[config.mk]
export PLATFORM = sky130hd
export DESIGN_NAME = timer_event_counter_8bit
export DESIGN_NICKNAME = d
export VERILOG_FILES = /design/src/rtl/timer_event_pkg.sv /design/src/rtl/count_tick_gen.sv /design/src/rtl/timer_event_counter_8bit.sv
export SDC_FILE = /design/constraint.sdc
export NUM_CORES = 1
export LEC_CHECK = 0
export CORE_UTILIZATION = 35
export CTS_CLUSTER_SIZE = 12
export DETAILED_ROUTE_END_ITERATION = 8
export DONT_BUFFER_PORTS = 1
export GPL_TIMING_DRIVEN = 0
export PLACE_DENSITY = 0.45
export SLEW_MARGIN = 20
export SYNTH_ARGS = -nofsm -noshare
export SYNTH_HDL_FRONTEND = slang
export SYNTH_HIERARCHICAL = 1
export SYNTH_SLANG_ARGS = --single-unit
[constraint.sdc]
create_clock -name clock -period 4.4 [get_ports clock]
set_clock_uncertainty 0.2 [all_clocks]
set_input_delay 0.22 -clock clock [delete_from_list [all_inputs] [get_ports clock]]
set_output_delay 0.22 -clock clock [all_outputs]
set_load 0.1 [all_outputs]
[src/rtl/timer_event_pkg.sv]
// -----------------------------------------------------------------
// Shared constants and types of the 8-bit timer/event counter
// -----------------------------------------------------------------
package timer_event_pkg;

  // Counter and compare width, and divider width
  localparam int COUNT_WIDTH = 8;
  localparam int PRESCALE_WIDTH = 10;

  // Counter landmarks
  localparam logic [7:0] COUNT_ZERO = 8'h00;
  localparam logic [7:0] COUNT_ONE  = 8'h01;
  localparam logic [7:0] COUNT_MAX  = 8'hff;

  // Clock select codes for the event input edges
  localparam logic [2:0] CLKSEL_FALL = 3'h0;
  localparam logic [2:0] CLKSEL_RISE = 3'h1;
  localparam logic [2:0] CLKSEL_RESET = 3'h0;

  // Mode control register, bit 7 down to bit 0
  typedef struct packed {
    logic       countEnable;      // Bit 7
    logic       pwmMode;          // Bit 6
    logic [1:0] reserved;         // Bits 5:4, read as zero
    logic       flipflopSet;      // Bit 3, write-only
    logic       flipflopClear;    // Bit 2, write-only
    logic       invertOrPolarity; // Bit 1
    logic       outputEnable;     // Bit 0
  } mode_s;

  localparam logic [7:0] MODE_RESET = 8'h00;

  // Whole state of the counter block
  typedef struct packed {
    mode_s      mode;          // Mode control register
    logic [7:0] count;         // Count value
    logic [7:0] compareRead;   // Compare value as software sees it
    logic [7:0] compareActive; // Compare value used for matching
    logic [2:0] clockSel;      // Count clock source
    logic       outFf;         // Timer output flip-flop
    logic       pwmOn;         // PWM pulse in its active phase
    logic       matchPulse;    // Match interrupt pulse
    logic       timerOut;      // Timer output pin level
  } timer_state_s;

  localparam timer_state_s TIMER_STATE_RESET = '0;

  // State of the count tick generator
  typedef struct packed {
    logic       sync1;    // First synchroniser stage
    logic       sync2;    // Second synchroniser stage
    logic       sync3;    // Delayed copy for edge detection
    logic [9:0] prescale; // Free-running divider
    logic       tick;     // Count tick
  } tick_state_s;

  localparam tick_state_s TICK_STATE_RESET = '0;

  // Divider mask per internal clock select code
  function automatic logic [9:0] prescale_mask(input logic [2:0] sel);
    case (sel)
      3'h2:    prescale_mask = 10'h000;
      3'h3:    prescale_mask = 10'h003;
      3'h4:    prescale_mask = 10'h00f;
      3'h5:    prescale_mask = 10'h03f;
      3'h6:    prescale_mask = 10'h0ff;
      default: prescale_mask = 10'h3ff;
    endcase
  endfunction

endpackage

[src/rtl/count_tick_gen.sv]
`timescale 1ns/10ps
`default_nettype none
module count_tick_gen
  import timer_event_pkg::*;
(
  input  wire logic       clock,
  input  wire logic       srst,
  input  wire logic       eventPin,
  input  wire logic [2:0] clockSel,
  output var  logic       countTick
);

  // -----------------------------------------------------------------
  // State
  // -----------------------------------------------------------------
  tick_state_s state_q;   // Registered state
  tick_state_s state_d;   // Next state
  logic        riseEdge;  // Rising edge on synced event input
  logic        fallEdge;  // Falling edge on synced event input
  logic [9:0]  mask;      // Divider mask for the chosen rate

  // -----------------------------------------------------------------
  // Next state
  // -----------------------------------------------------------------
  // Edges are taken from the second and third stages only
  always_comb begin
    state_d = state_q;
    state_d.sync1 = eventPin;
    state_d.sync2 = state_q.sync1;
    state_d.sync3 = state_q.sync2;
    // Divider runs free, so a start is not aligned to it
    state_d.prescale = state_q.prescale + 10'h001;
    riseEdge = state_q.sync2 & ~state_q.sync3;
    fallEdge = ~state_q.sync2 & state_q.sync3;
    mask = prescale_mask(clockSel);
    case (clockSel)
      // Event counting on the chosen edge
      CLKSEL_FALL: state_d.tick = fallEdge;
      CLKSEL_RISE: state_d.tick = riseEdge;
      // Internal divided clock
      default:     state_d.tick = ((state_q.prescale & mask) == mask);
    endcase
  end

  // -----------------------------------------------------------------
  // Registers
  // -----------------------------------------------------------------
  always_ff @(posedge clock) begin
    if (srst) begin
      state_q <= TICK_STATE_RESET;
    end else begin
      state_q <= state_d;
    end
  end

  assign countTick = state_q.tick;

endmodule
`default_nettype wire

[src/rtl/timer_event_counter_8bit.sv]
// What this block does
// - Clear mode: match clears count, raises interrupt
// - Count enable bit starts and stops counting
// - Event mode counts chosen event pin edge
// - Inversion enabled: match toggles output flip-flop
// - Square period is two times compare plus two
// - Set or clear bit presets output level
// - Mode bit six selects PWM operation
// - Bit one selects PWM active level
// - Bit zero gates waveform onto output pin
// - PWM active from overflow until compare match
// - PWM period 256 ticks, width N ticks
// - Stopping in PWM forces inactive level
// - PWM compare write buffered until next overflow
// - Compare read returns new value while pending
// - Start may deviate one count clock
// - Three-bit field picks the count clock
// - Mode bit free-runs PWM, else clear-start
// - Set and clear bits read back zero
`timescale 1ns/10ps
`default_nettype none
module timer_event_counter_8bit
  import timer_event_pkg::*;
(
  input  wire logic       clock,
  input  wire logic       srst,
  input  wire logic       eventPin,
  input  wire logic       modeWrite,
  input  wire mode_s      modeWdata,
  input  wire logic       compareWrite,
  input  wire logic [7:0] compareWdata,
  input  wire logic       clockSelWrite,
  input  wire logic [2:0] clockSelWdata,
  output var  mode_s      modeReadback,
  output var  logic [7:0] compareReadback,
  output var  logic [2:0] clockSelReadback,
  output var  logic [7:0] countValue,
  output var  logic       matchInterrupt,
  output var  logic       timerOutputPin
);

  // -----------------------------------------------------------------
  // Declarations
  // -----------------------------------------------------------------
  timer_state_s state_q;    // Registered state
  timer_state_s state_d;    // Next state
  logic         countTick;  // One count clock has passed
  logic [7:0]   nextCount;  // Count plus one, wraps at the top
  logic         isMatch;    // Count equals active compare
  logic         isOverflow; // Count sits at its top value
  logic         pwmRunning; // Counting in PWM mode

  // -----------------------------------------------------------------
  // Count clock source
  // -----------------------------------------------------------------
  // Picks event edges or a divided clock, synced and registered
  count_tick_gen tick_gen (
    .clock     (clock),
    .srst      (srst),
    .eventPin  (eventPin),
    .clockSel  (state_q.clockSel),
    .countTick (countTick)
  );

  // -----------------------------------------------------------------
  // Next state
  // -----------------------------------------------------------------
  always_comb begin
    state_d = state_q;
    state_d.matchPulse = 1'b0;
    nextCount = state_q.count + COUNT_ONE;
    isMatch = (state_q.count == state_q.compareActive);
    isOverflow = (state_q.count == COUNT_MAX);
    pwmRunning = state_q.mode.pwmMode & state_q.mode.countEnable;

    // Counter
    if (!state_q.mode.countEnable) begin
      // Stopped: hold count at zero, PWM back to idle
      state_d.count = COUNT_ZERO;
      state_d.pwmOn = 1'b0;
    end else if (countTick) begin
      if (state_q.mode.pwmMode) begin
        // Free-running, match does not clear
        state_d.count = nextCount;
        if (isMatch) begin
          state_d.matchPulse = 1'b1;
        end
        if (isOverflow) begin
          // Pending compare moves in at overflow
          state_d.compareActive = state_q.compareRead;
          // Active phase starts, none for a zero width
          state_d.pwmOn = (state_q.compareRead != COUNT_ZERO);
        end else if (nextCount == state_q.compareActive) begin
          // Width reached, inactive until next overflow
          state_d.pwmOn = 1'b0;
        end
      end else begin
        if (isMatch) begin
          // Period of compare plus one ticks
          state_d.count = COUNT_ZERO;
          state_d.matchPulse = 1'b1;
          if (state_q.mode.invertOrPolarity) begin
            state_d.outFf = ~state_q.outFf;
          end
        end else begin
          state_d.count = nextCount;
        end
      end
    end

    // Compare register write
    if (compareWrite) begin
      // Readback always shows the newest write
      state_d.compareRead = compareWdata;
      if (!pwmRunning) begin
        state_d.compareActive = compareWdata;
      end
    end

    // Mode register write
    if (modeWrite) begin
      state_d.mode = modeWdata;
      state_d.mode.reserved = 2'h0;
      // Preset bits act once and are not stored
      state_d.mode.flipflopSet = 1'b0;
      state_d.mode.flipflopClear = 1'b0;
      if (!modeWdata.pwmMode &&
          (modeWdata.flipflopSet != modeWdata.flipflopClear)) begin
        state_d.outFf = modeWdata.flipflopSet;
      end
      // Stop drops the PWM phase in the same cycle as the write
      if (!modeWdata.countEnable) begin
        state_d.pwmOn = 1'b0;
      end
    end

    // Clock select register write
    if (clockSelWrite) begin
      state_d.clockSel = clockSelWdata;
    end

    // Output pin level, low when disabled
    if (!state_d.mode.outputEnable) begin
      state_d.timerOut = 1'b0;
    end else if (state_d.mode.pwmMode) begin
      state_d.timerOut = state_d.pwmOn ^ state_d.mode.invertOrPolarity;
    end else begin
      state_d.timerOut = state_d.outFf;
    end
  end

  // -----------------------------------------------------------------
  // Registers
  // -----------------------------------------------------------------
  always_ff @(posedge clock) begin
    if (srst) begin
      state_q <= TIMER_STATE_RESET;
    end else begin
      state_q <= state_d;
    end
  end

  // -----------------------------------------------------------------
  // Outputs
  // -----------------------------------------------------------------
  assign modeReadback     = state_q.mode;
  assign compareReadback  = state_q.compareRead;
  assign clockSelReadback = state_q.clockSel;
  assign countValue       = state_q.count;
  assign matchInterrupt   = state_q.matchPulse;
  assign timerOutputPin   = state_q.timerOut;

  // -----------------------------------------------------------------
  // Checks
  // -----------------------------------------------------------------
  // Clear mode match restarts count and pulses interrupt
  a_clear_on_match:
  assert property (@(posedge clock) disable iff (srst)
    (state_q.mode.countEnable && !state_q.mode.pwmMode && countTick &&
     isMatch && !modeWrite)
    |=> (state_q.count == COUNT_ZERO) && matchInterrupt)
  else $error("clear mode match did not restart count");

  // Stopped counter reads zero next cycle
  a_stop_clears_count:
  assert property (@(posedge clock) disable iff (srst)
    !state_q.mode.countEnable |=> (state_q.count == COUNT_ZERO))
  else $error("stopped counter not cleared");

  // Without a tick the running count holds
  a_count_holds:
  assert property (@(posedge clock) disable iff (srst)
    (state_q.mode.countEnable && !countTick && !modeWrite)
    |=> $stable(state_q.count))
  else $error("count moved without a tick");

  // Inverting match flips the pin in square-wave use
  a_square_toggle:
  assert property (@(posedge clock) disable iff (srst)
    (state_q.mode == 8'h83 && countTick && isMatch && !modeWrite)
    |=> (timerOutputPin != $past(timerOutputPin)))
  else $error("square wave did not toggle on match");

  // Preset bits reach the pin when output enabled
  a_preset_level:
  assert property (@(posedge clock) disable iff (srst)
    (modeWrite && !modeWdata.pwmMode && modeWdata.outputEnable &&
     modeWdata.flipflopSet != modeWdata.flipflopClear)
    |=> (timerOutputPin == $past(modeWdata.flipflopSet)))
  else $error("preset level not on pin");

  // Disabled output stays low
  a_output_gated:
  assert property (@(posedge clock) disable iff (srst)
    !state_q.mode.outputEnable |-> !timerOutputPin)
  else $error("pin high with output disabled");

  // Overflow with nonzero compare enters active phase
  a_pwm_overflow:
  assert property (@(posedge clock) disable iff (srst)
    (pwmRunning && countTick && isOverflow && !modeWrite &&
     state_q.compareRead != COUNT_ZERO)
    |=> state_q.pwmOn &&
        (timerOutputPin == !state_q.mode.invertOrPolarity ||
         !state_q.mode.outputEnable))
  else $error("PWM not active after overflow");

  // Reaching the width ends the active phase
  a_pwm_width_end:
  assert property (@(posedge clock) disable iff (srst)
    (pwmRunning && countTick && !isOverflow && !modeWrite &&
     nextCount == state_q.compareActive)
    |=> !state_q.pwmOn)
  else $error("PWM active past its width");

  // Stopping PWM drives inactive level
  a_pwm_stop_idle:
  assert property (@(posedge clock) disable iff (srst)
    ($fell(state_q.mode.countEnable) && state_q.mode.pwmMode &&
     state_q.mode.outputEnable)
    |-> (timerOutputPin == state_q.mode.invertOrPolarity))
  else $error("PWM pin not inactive after stop");

  // Running PWM write shows at once but matches later
  a_pwm_buffered:
  assert property (@(posedge clock) disable iff (srst)
    (pwmRunning && compareWrite && !modeWrite &&
     !(countTick && isOverflow))
    |=> $stable(state_q.compareActive) &&
        (compareReadback == $past(compareWdata)))
  else $error("PWM compare not buffered");

  // Write-only bits always read zero
  a_preset_readzero:
  assert property (@(posedge clock) disable iff (srst)
    !modeReadback.flipflopSet && !modeReadback.flipflopClear)
  else $error("preset bits read back nonzero");

  // PWM match never clears the counter
  a_pwm_no_clear:
  assert property (@(posedge clock) disable iff (srst)
    (pwmRunning && countTick && isMatch && !isOverflow && !modeWrite)
    |=> (state_q.count == $past(nextCount)))
  else $error("PWM match cleared the count");

  // Outside PWM the enabled pin shows the flip-flop
  a_pin_follows_ff:
  assert property (@(posedge clock) disable iff (srst)
    (!state_q.mode.pwmMode && state_q.mode.outputEnable)
    |-> (timerOutputPin == state_q.outFf))
  else $error("pin does not follow output flip-flop");

  // In PWM the polarity bit picks the active level
  a_pwm_level_select:
  assert property (@(posedge clock) disable iff (srst)
    (state_q.mode.pwmMode && state_q.mode.outputEnable)
    |-> (timerOutputPin == (state_q.pwmOn ^ state_q.mode.invertOrPolarity)))
  else $error("PWM pin level does not match polarity");

  // Overflow wraps the running PWM count to zero
  a_overflow_wraps:
  assert property (@(posedge clock) disable iff (srst)
    (pwmRunning && countTick && isOverflow && !modeWrite)
    |=> (state_q.count == COUNT_ZERO))
  else $error("PWM overflow did not wrap the count");

  // Pending compare moves into use at overflow
  a_pwm_compare_load:
  assert property (@(posedge clock) disable iff (srst)
    (pwmRunning && countTick && isOverflow && !modeWrite)
    |=> (state_q.compareActive == $past(state_q.compareRead)))
  else $error("pending compare not loaded at overflow");

  // Clock select write shows on readback next cycle
  a_clock_select_load:
  assert property (@(posedge clock) disable iff (srst)
    clockSelWrite |=> (clockSelReadback == $past(clockSelWdata)))
  else $error("clock select write not taken");

endmodule
`default_nettype wire

### Yosys cells after proc, flatten, opt, wreduce, memory -nomap -nowiden

Index checks and enable logic that the tools add are counted.

| cells by class | value |
|---|---|
| add/subtract/negate cells | 2 |
| eq/ne operators | 11 |
| muxes and demuxes | 25 |
| bitwise gates (word level) | 11 |
| reductions and logical operators | 7 |

Operators by type and width:

| cell | number |
|---|---|
| $mux W8 | 8 |
| $pmux W10 S5 | 1 |
| $eq A8 B8 Y1 | 2 |
| $mux W1 | 12 |
| $add A10 B1 Y10 const B | 1 |
| $and A10 B10 Y10 | 1 |
| $eq A10 B10 Y1 | 1 |
| $eq A3 B3 Y1 const B | 3 |
| $add A8 B1 Y8 const B | 1 |
| $eq A8 B8 Y1 const B | 1 |
| $reduce_bool A8 Y1 | 1 |
| $mux W7 | 1 |
| $eq A3 B2 Y1 const B | 2 |
| $not A1 Y1 | 6 |
| $reduce_or A2 Y1 | 2 |
| $and A1 B1 Y1 | 3 |
| $eq A3 B1 Y1 const B | 1 |
| $logic_not A3 Y1 | 1 |
| $mux W3 | 1 |
| $reduce_or A3 Y1 | 1 |
| $mux W2 | 1 |
| $pmux W1 S2 | 1 |
| $logic_and A1 B1 Y1 | 1 |
| $logic_not A1 Y1 | 1 |
| other kinds (2) | 2 |

| storage, ports and cells | value |
|---|---|
| register bits after elaboration | 49 |
| output and inout bits | 29 |
| logic and storage cells | 73 |

### Longest topological paths before layout

| logic depth | value |
|---|---|
| depth after elaboration | 11 |
| mapped depth | 7 |
| gate-level depth less buffers | 7 |

### By module

The synthesis kept the hierarchy.

By module, submodules not included:

| module | instances | cells each | area each (um^2) | sequential area each (um^2) |
|---|---|---|---|---|
| timer_event_counter_8bit | 1 | 237 | 2,016.9 | 700.7 |
| count_tick_gen | 1 | 60 | 564.3 | 280.3 |

### Worst setup path before layout

No wires, ideal clock.

| timing | value |
|---|---|
| path kind | register -> register |
| start | register state_q, in the netlist countValue[0] |
| end | register state_q, in the netlist timerOutputPin |
| setup time | 123 ps |
| data arrival time | 1,726 ps |
| path slack | 2,350 ps |
| cell stages (with the launch flop) | 8 |
| buffers on the path | 0 |
| clock period less this slack | 2,050 ps |
| cell sequence | dfxtp_1 ha_1 nand3_1 nor3_4 mux2i_1 o21ai_0 a31oi_1 o211ai_2 |

| on the way | value |
|---|---|
| word-level cells in the longest chain between the ends | 11 |
| elaborated cells on any way between the ends | 17 |
| classes of those cells | add/sub: 1; eq/ne: 3; mux: 12; bitwise: 1 |

RTL lines:

| item | RTL line | RTL |
|---|---|---|
| start: declaration | timer_event_counter_8bit.sv:45 | `timer_state_s state_q;` |
| start signal: assignment | timer_event_counter_8bit.sv:159 | `state_q <= state_d;` |
| $add A8 B1 Y8 | timer_event_counter_8bit.sv:71 | `nextCount = state_q.count + COUNT_ONE;` |
| $eq A8 B8 Y1 | timer_event_counter_8bit.sv:93 | `end else if (nextCount == state_q.compareActive) begin` |
| $mux W1 | timer_event_counter_8bit.sv:93 |  |
| $mux W1 | timer_event_counter_8bit.sv:88 | `if (isOverflow) begin` |
| $mux W1 | timer_event_counter_8bit.sv:82 | `if (state_q.mode.pwmMode) begin` |
| $mux W3 * | timer_event_counter_8bit.sv:81 | `end else if (countTick) begin` |
| $mux W1 | timer_event_counter_8bit.sv:77 | `if (!state_q.mode.countEnable) begin` |
| $mux W1 | timer_event_counter_8bit.sv:132 | `if (!modeWdata.countEnable) begin` |
| $mux W2 * | timer_event_counter_8bit.sv:121 | `if (modeWrite) begin` |
| $xor A1 B1 Y1 | timer_event_counter_8bit.sv:146 | `state_d.timerOut = state_d.pwmOn ^ state_d.mode.invertOrPolarity;` |
| $mux W1 * | timer_event_counter_8bit.sv:145 | `end else if (state_d.mode.pwmMode) begin` |

Mark *: on every way between the ends. The rest lies on a longest branch, timed or not.
A chain may end at the register's enable or synchronous reset.

### Worst setup path after layout

| timing | value |
|---|---|
| start | register state_q[9] in the netlist's numbering |
| end | register state_q[3] in the netlist's numbering |

| on the way | value |
|---|---|
| word-level cells in the longest chain between the ends | 7 |

RTL lines:

| item | RTL line | RTL |
|---|---|---|
| $eq A8 B8 Y1 * | timer_event_counter_8bit.sv:72 | `isMatch = (state_q.count == state_q.compareActive);` |
| $mux W1 * | timer_event_counter_8bit.sv:98 | `if (isMatch) begin` |
| $mux W1 * | timer_event_counter_8bit.sv:82 |  |
| $mux W3 * | timer_event_counter_8bit.sv:81 |  |
| $mux W1 * | timer_event_counter_8bit.sv:77 |  |
| $mux W1 | timer_event_counter_8bit.sv:127 | `if (!modeWdata.pwmMode &&` |
| $mux W2 * | timer_event_counter_8bit.sv:121 |  |

Marks and branches as above.

==> key figures <==
Status
  • Outcome: complete, no violations

Synthesis
  • Synth warn: 6
  • Post-synth EDFFs: 0
  • Seq/Total Area, Yosys: 0.380
  • Mapped Cells: 297
  • Yosys cell types: 48
  • Syn avg cell area: 8.69 µm²
  • Yosys reg bits: 49
  • Post-Syn Area: 2580 µm²
  • Async SR Flop Fraction: 0
  • Top FF cell, synth: dfxtp_1

Setup path
  • Critical path's most frequent cell: dlygate4sd3_1
  • WS Path Type: reg -> reg
  • Worst Setup Start Kind: register
  • Nature of the critical path endpoint: register
  • FF-to-FF path depth: 9
  • Slowest cell on crit path: dlygate4sd3_1
  • Critical path data required time: 4.45 ns
  • Worst-path maximum fanout: 6
  • WP data arrival: 3.06 ns
  • Crit-path cells: clkbuf_1 -> xnor2_1 -> nand4_1 -> nor3b_1 -> xor2_1 -> o21ai_1 -> dlygate4sd3_1 -> a21oi_1 -> dlygate4sd3_1
  • CP max stage delay: 0.56 ns

Route
  • ANT nets after route: 0
  • Drt drc: 0
  • Post-detailed-route via-to-cell ratio: 4.94
  • Vias: 2104
  • Total routed wirelength: 5.85 mm
  • First DRT Iteration DRCs: 65
  • DR WL/cell: 13.7 µm
  • DRT Pass-1 Iters: 4

Floorplanning
  • Core area: 6940 µm²
  • Initial core utilization: 0.372
  • I/O pins: 54
  • Die width: 87.9 µm
  • Die Footprint: 7720 µm²
  • Die H: 87.9 µm
  • Site row count: 30

Clock tree
  • H-Tree Depth: 2
  • Post-CTS Setup Inserts: 0
  • # clock sinks: 49
  • Root Driver: clkbuf_8
  • CTS tree: yes
  • Clock transition at path regs: 0.09 ns
  • Resize count post-CTS: 0
  • Max Root-Sink Buffers: 2
  • Cts bufs inserted: 5
  • Worst skew pair latency: 0.31 ns

Hold path
  • Hold path cells: 4
  • Hold Crit Class: in -> reg

Place
  • RD Place Congestion: 0.813
  • Dpl ws: 1.96 ns
  • Port Buffers: 0
  • Post-DP HPWL: 4.15 mm

Layout
  • Layout cells sized above 1: 0.152
  • Nets: 356
  • P&R area growth vs syn: 17.9%
  • Fin util: 0.438
  • Antenna cells: 0

GRT
  • Global route overflow: 0
  • First-pass GRT wire length: 9.70 mm
  • All-Layer GR Usage: 0.163
  • Initial antenna violation count: 0
  • Vias in the first global route: 2064
  • Pin count of the biggest net entering global routing: 16

Timing
  • Relative slew margins: 0.374
  • Final period util: 0.685
  • Final hold vios: 0
  • Least-Margin Pin Slew: 0.938 ns
  • Fin. max-slew vios: 0
  • Fin crit period: 3.01 ns
  • Setup ws final: 1.39 ns
  • Max Fclk: 332 MHz
  • RSZ-0062 raised after global routing: no
  • Final Setup Violations: 0
  • Setup TNS: 0 ns

Pwr
  • Power density over the cells: 326 nW/µm²
  • Maximum VDD drop: 0.190 mV
  • Leak: 0.00120 µW

Run
  • Max Cap Viol: 0
metrics by stage:
stage	hold WS (ns)	total power, µW	area, µm²	std cells
after floorplan	0.0916	638	2590	300
after global placement	0.0930	659	2710	396
after detailed placement	0.0938	659	2710	396
after CTS	0.0241	1010	3040	426
after global routing	0.0769	1040	3040	426
final	0.0503	992	3040	426
cell families (layout without fill, tap and decap cells):
family / after synthesis / count (layout) / synth area share
AO/OA/AOI/OAI: 40 / 40 / 0.111
XOR/XNOR: 24 / 24 / 0.0897
adder cells (fa/ha/maj): 2 / 2 / 0.00969
buffers and inverters: 46 / 76 / 0.112
flip-flops: 49 / 49 / 0.380
multiplexers: 16 / 16 / 0.0620
other: 1 / 4 / 0.00145
AND/OR/NAND/NOR: 119 / 119 / 0.233
cells in the final DEF, fill, tap and decap left out, drive strengths merged, types with 5 or more instances in the layout:
cell	n
a21oi	8
a311oi	8
buf	33
clkbuf	14
dfxtp	49
dlygate4sd3	22
inv	5
mux2i	16
nand2	24
nand3	15
nand4	8
nor2	40
nor2b	9
o21ai	9
or3	5
xnor2	14
xor2	9
sequential cells by signal, indices dropped and copies added, names as in the netlist:
name	flops
countValue	8
tick_gen/state_d	2
tick_gen/state_q	11
compareReadback	8
clockSelReadback	3
tick_gen/countTick	1
matchInterrupt	1
timerOutputPin	1
state_q	10
modeReadback	4
area by class of cell:
type	count	area [µm²]
timing repair buffer	22	220
buffer	41	272
clock inverter	2	38.8
fill	715	3900
inverter	5	18.8
tap	96	120
multi-input combinational	205	1320
clock buffer	6	72.6
sequential	49	981
routing by layer:
layer  vias to the layer above  global-route usage  share of wire
met5                         -                   0              0
met4                         0              0.0507          0.012
met3                         8              0.0434          0.042
met2                        54               0.272           0.48
met1                       974               0.204           0.47
li1                       1068                   -              -
cells in the mapped netlist (3+ instances only):
cell | n | area, µm²
buf_4 | 28 | 210
nor2b_1 | 9 | 56.3
nor2_1 | 40 | 150
nand3_1 | 15 | 75.1
or3_1 | 3 | 18.8
o21ai_0 | 7 | 35.0
nand4_1 | 6 | 37.5
xor2_1 | 9 | 78.8
mux2i_1 | 16 | 160
a21oi_1 | 8 | 40.0
dfxtp_1 | 49 | 981
clkbuf_1 | 8 | 30.0
or4_1 | 4 | 30.0
a311oi_1 | 8 | 70.1
inv_1 | 5 | 18.8
nand2_1 | 24 | 90.1
and3_1 | 3 | 18.8
buf_2 | 4 | 20.0
xnor2_1 | 13 | 114
nand3b_1 | 3 | 22.5
critical path: cells and delay by family (launching register included):
family          cells  cell delay, ns
flops               1            0.31
buf+inv             3            1.39
simple gates        2            0.40
xor+xnor            2            0.43
compound gates      2            0.23
worst paths after layout:
| check | from | to | slack (ns) |
|---|---|---|---|
| min reg2reg | tick_gen/state_d[12] | tick_gen/state_d[11] | 0.25 |
| min | modeWdata[3] | timerOutputPin | 0.05 |
| max | state_q[9] | state_q[3] | 1.39 |
| max reg2reg | state_q[9] | state_q[3] | 1.39 |
power by group:
part           leakage (µW)  switching [µW]  total (µW)  internal [µW]
Sequential         0.000401            20.9         483            462
Clock             0.0000554             155         326            171
Combinational      0.000741             124         184           59.3
what timing repair did:
| action | CTS | global route |
|---|---|---|
| hold buffers | 22 | 0 |
| endpoints found under the hold margin | 28 | 0 |
| endpoints found under the setup margin | 0 | 0 |
Note: power is estimated with default switching activity, not from simulation.
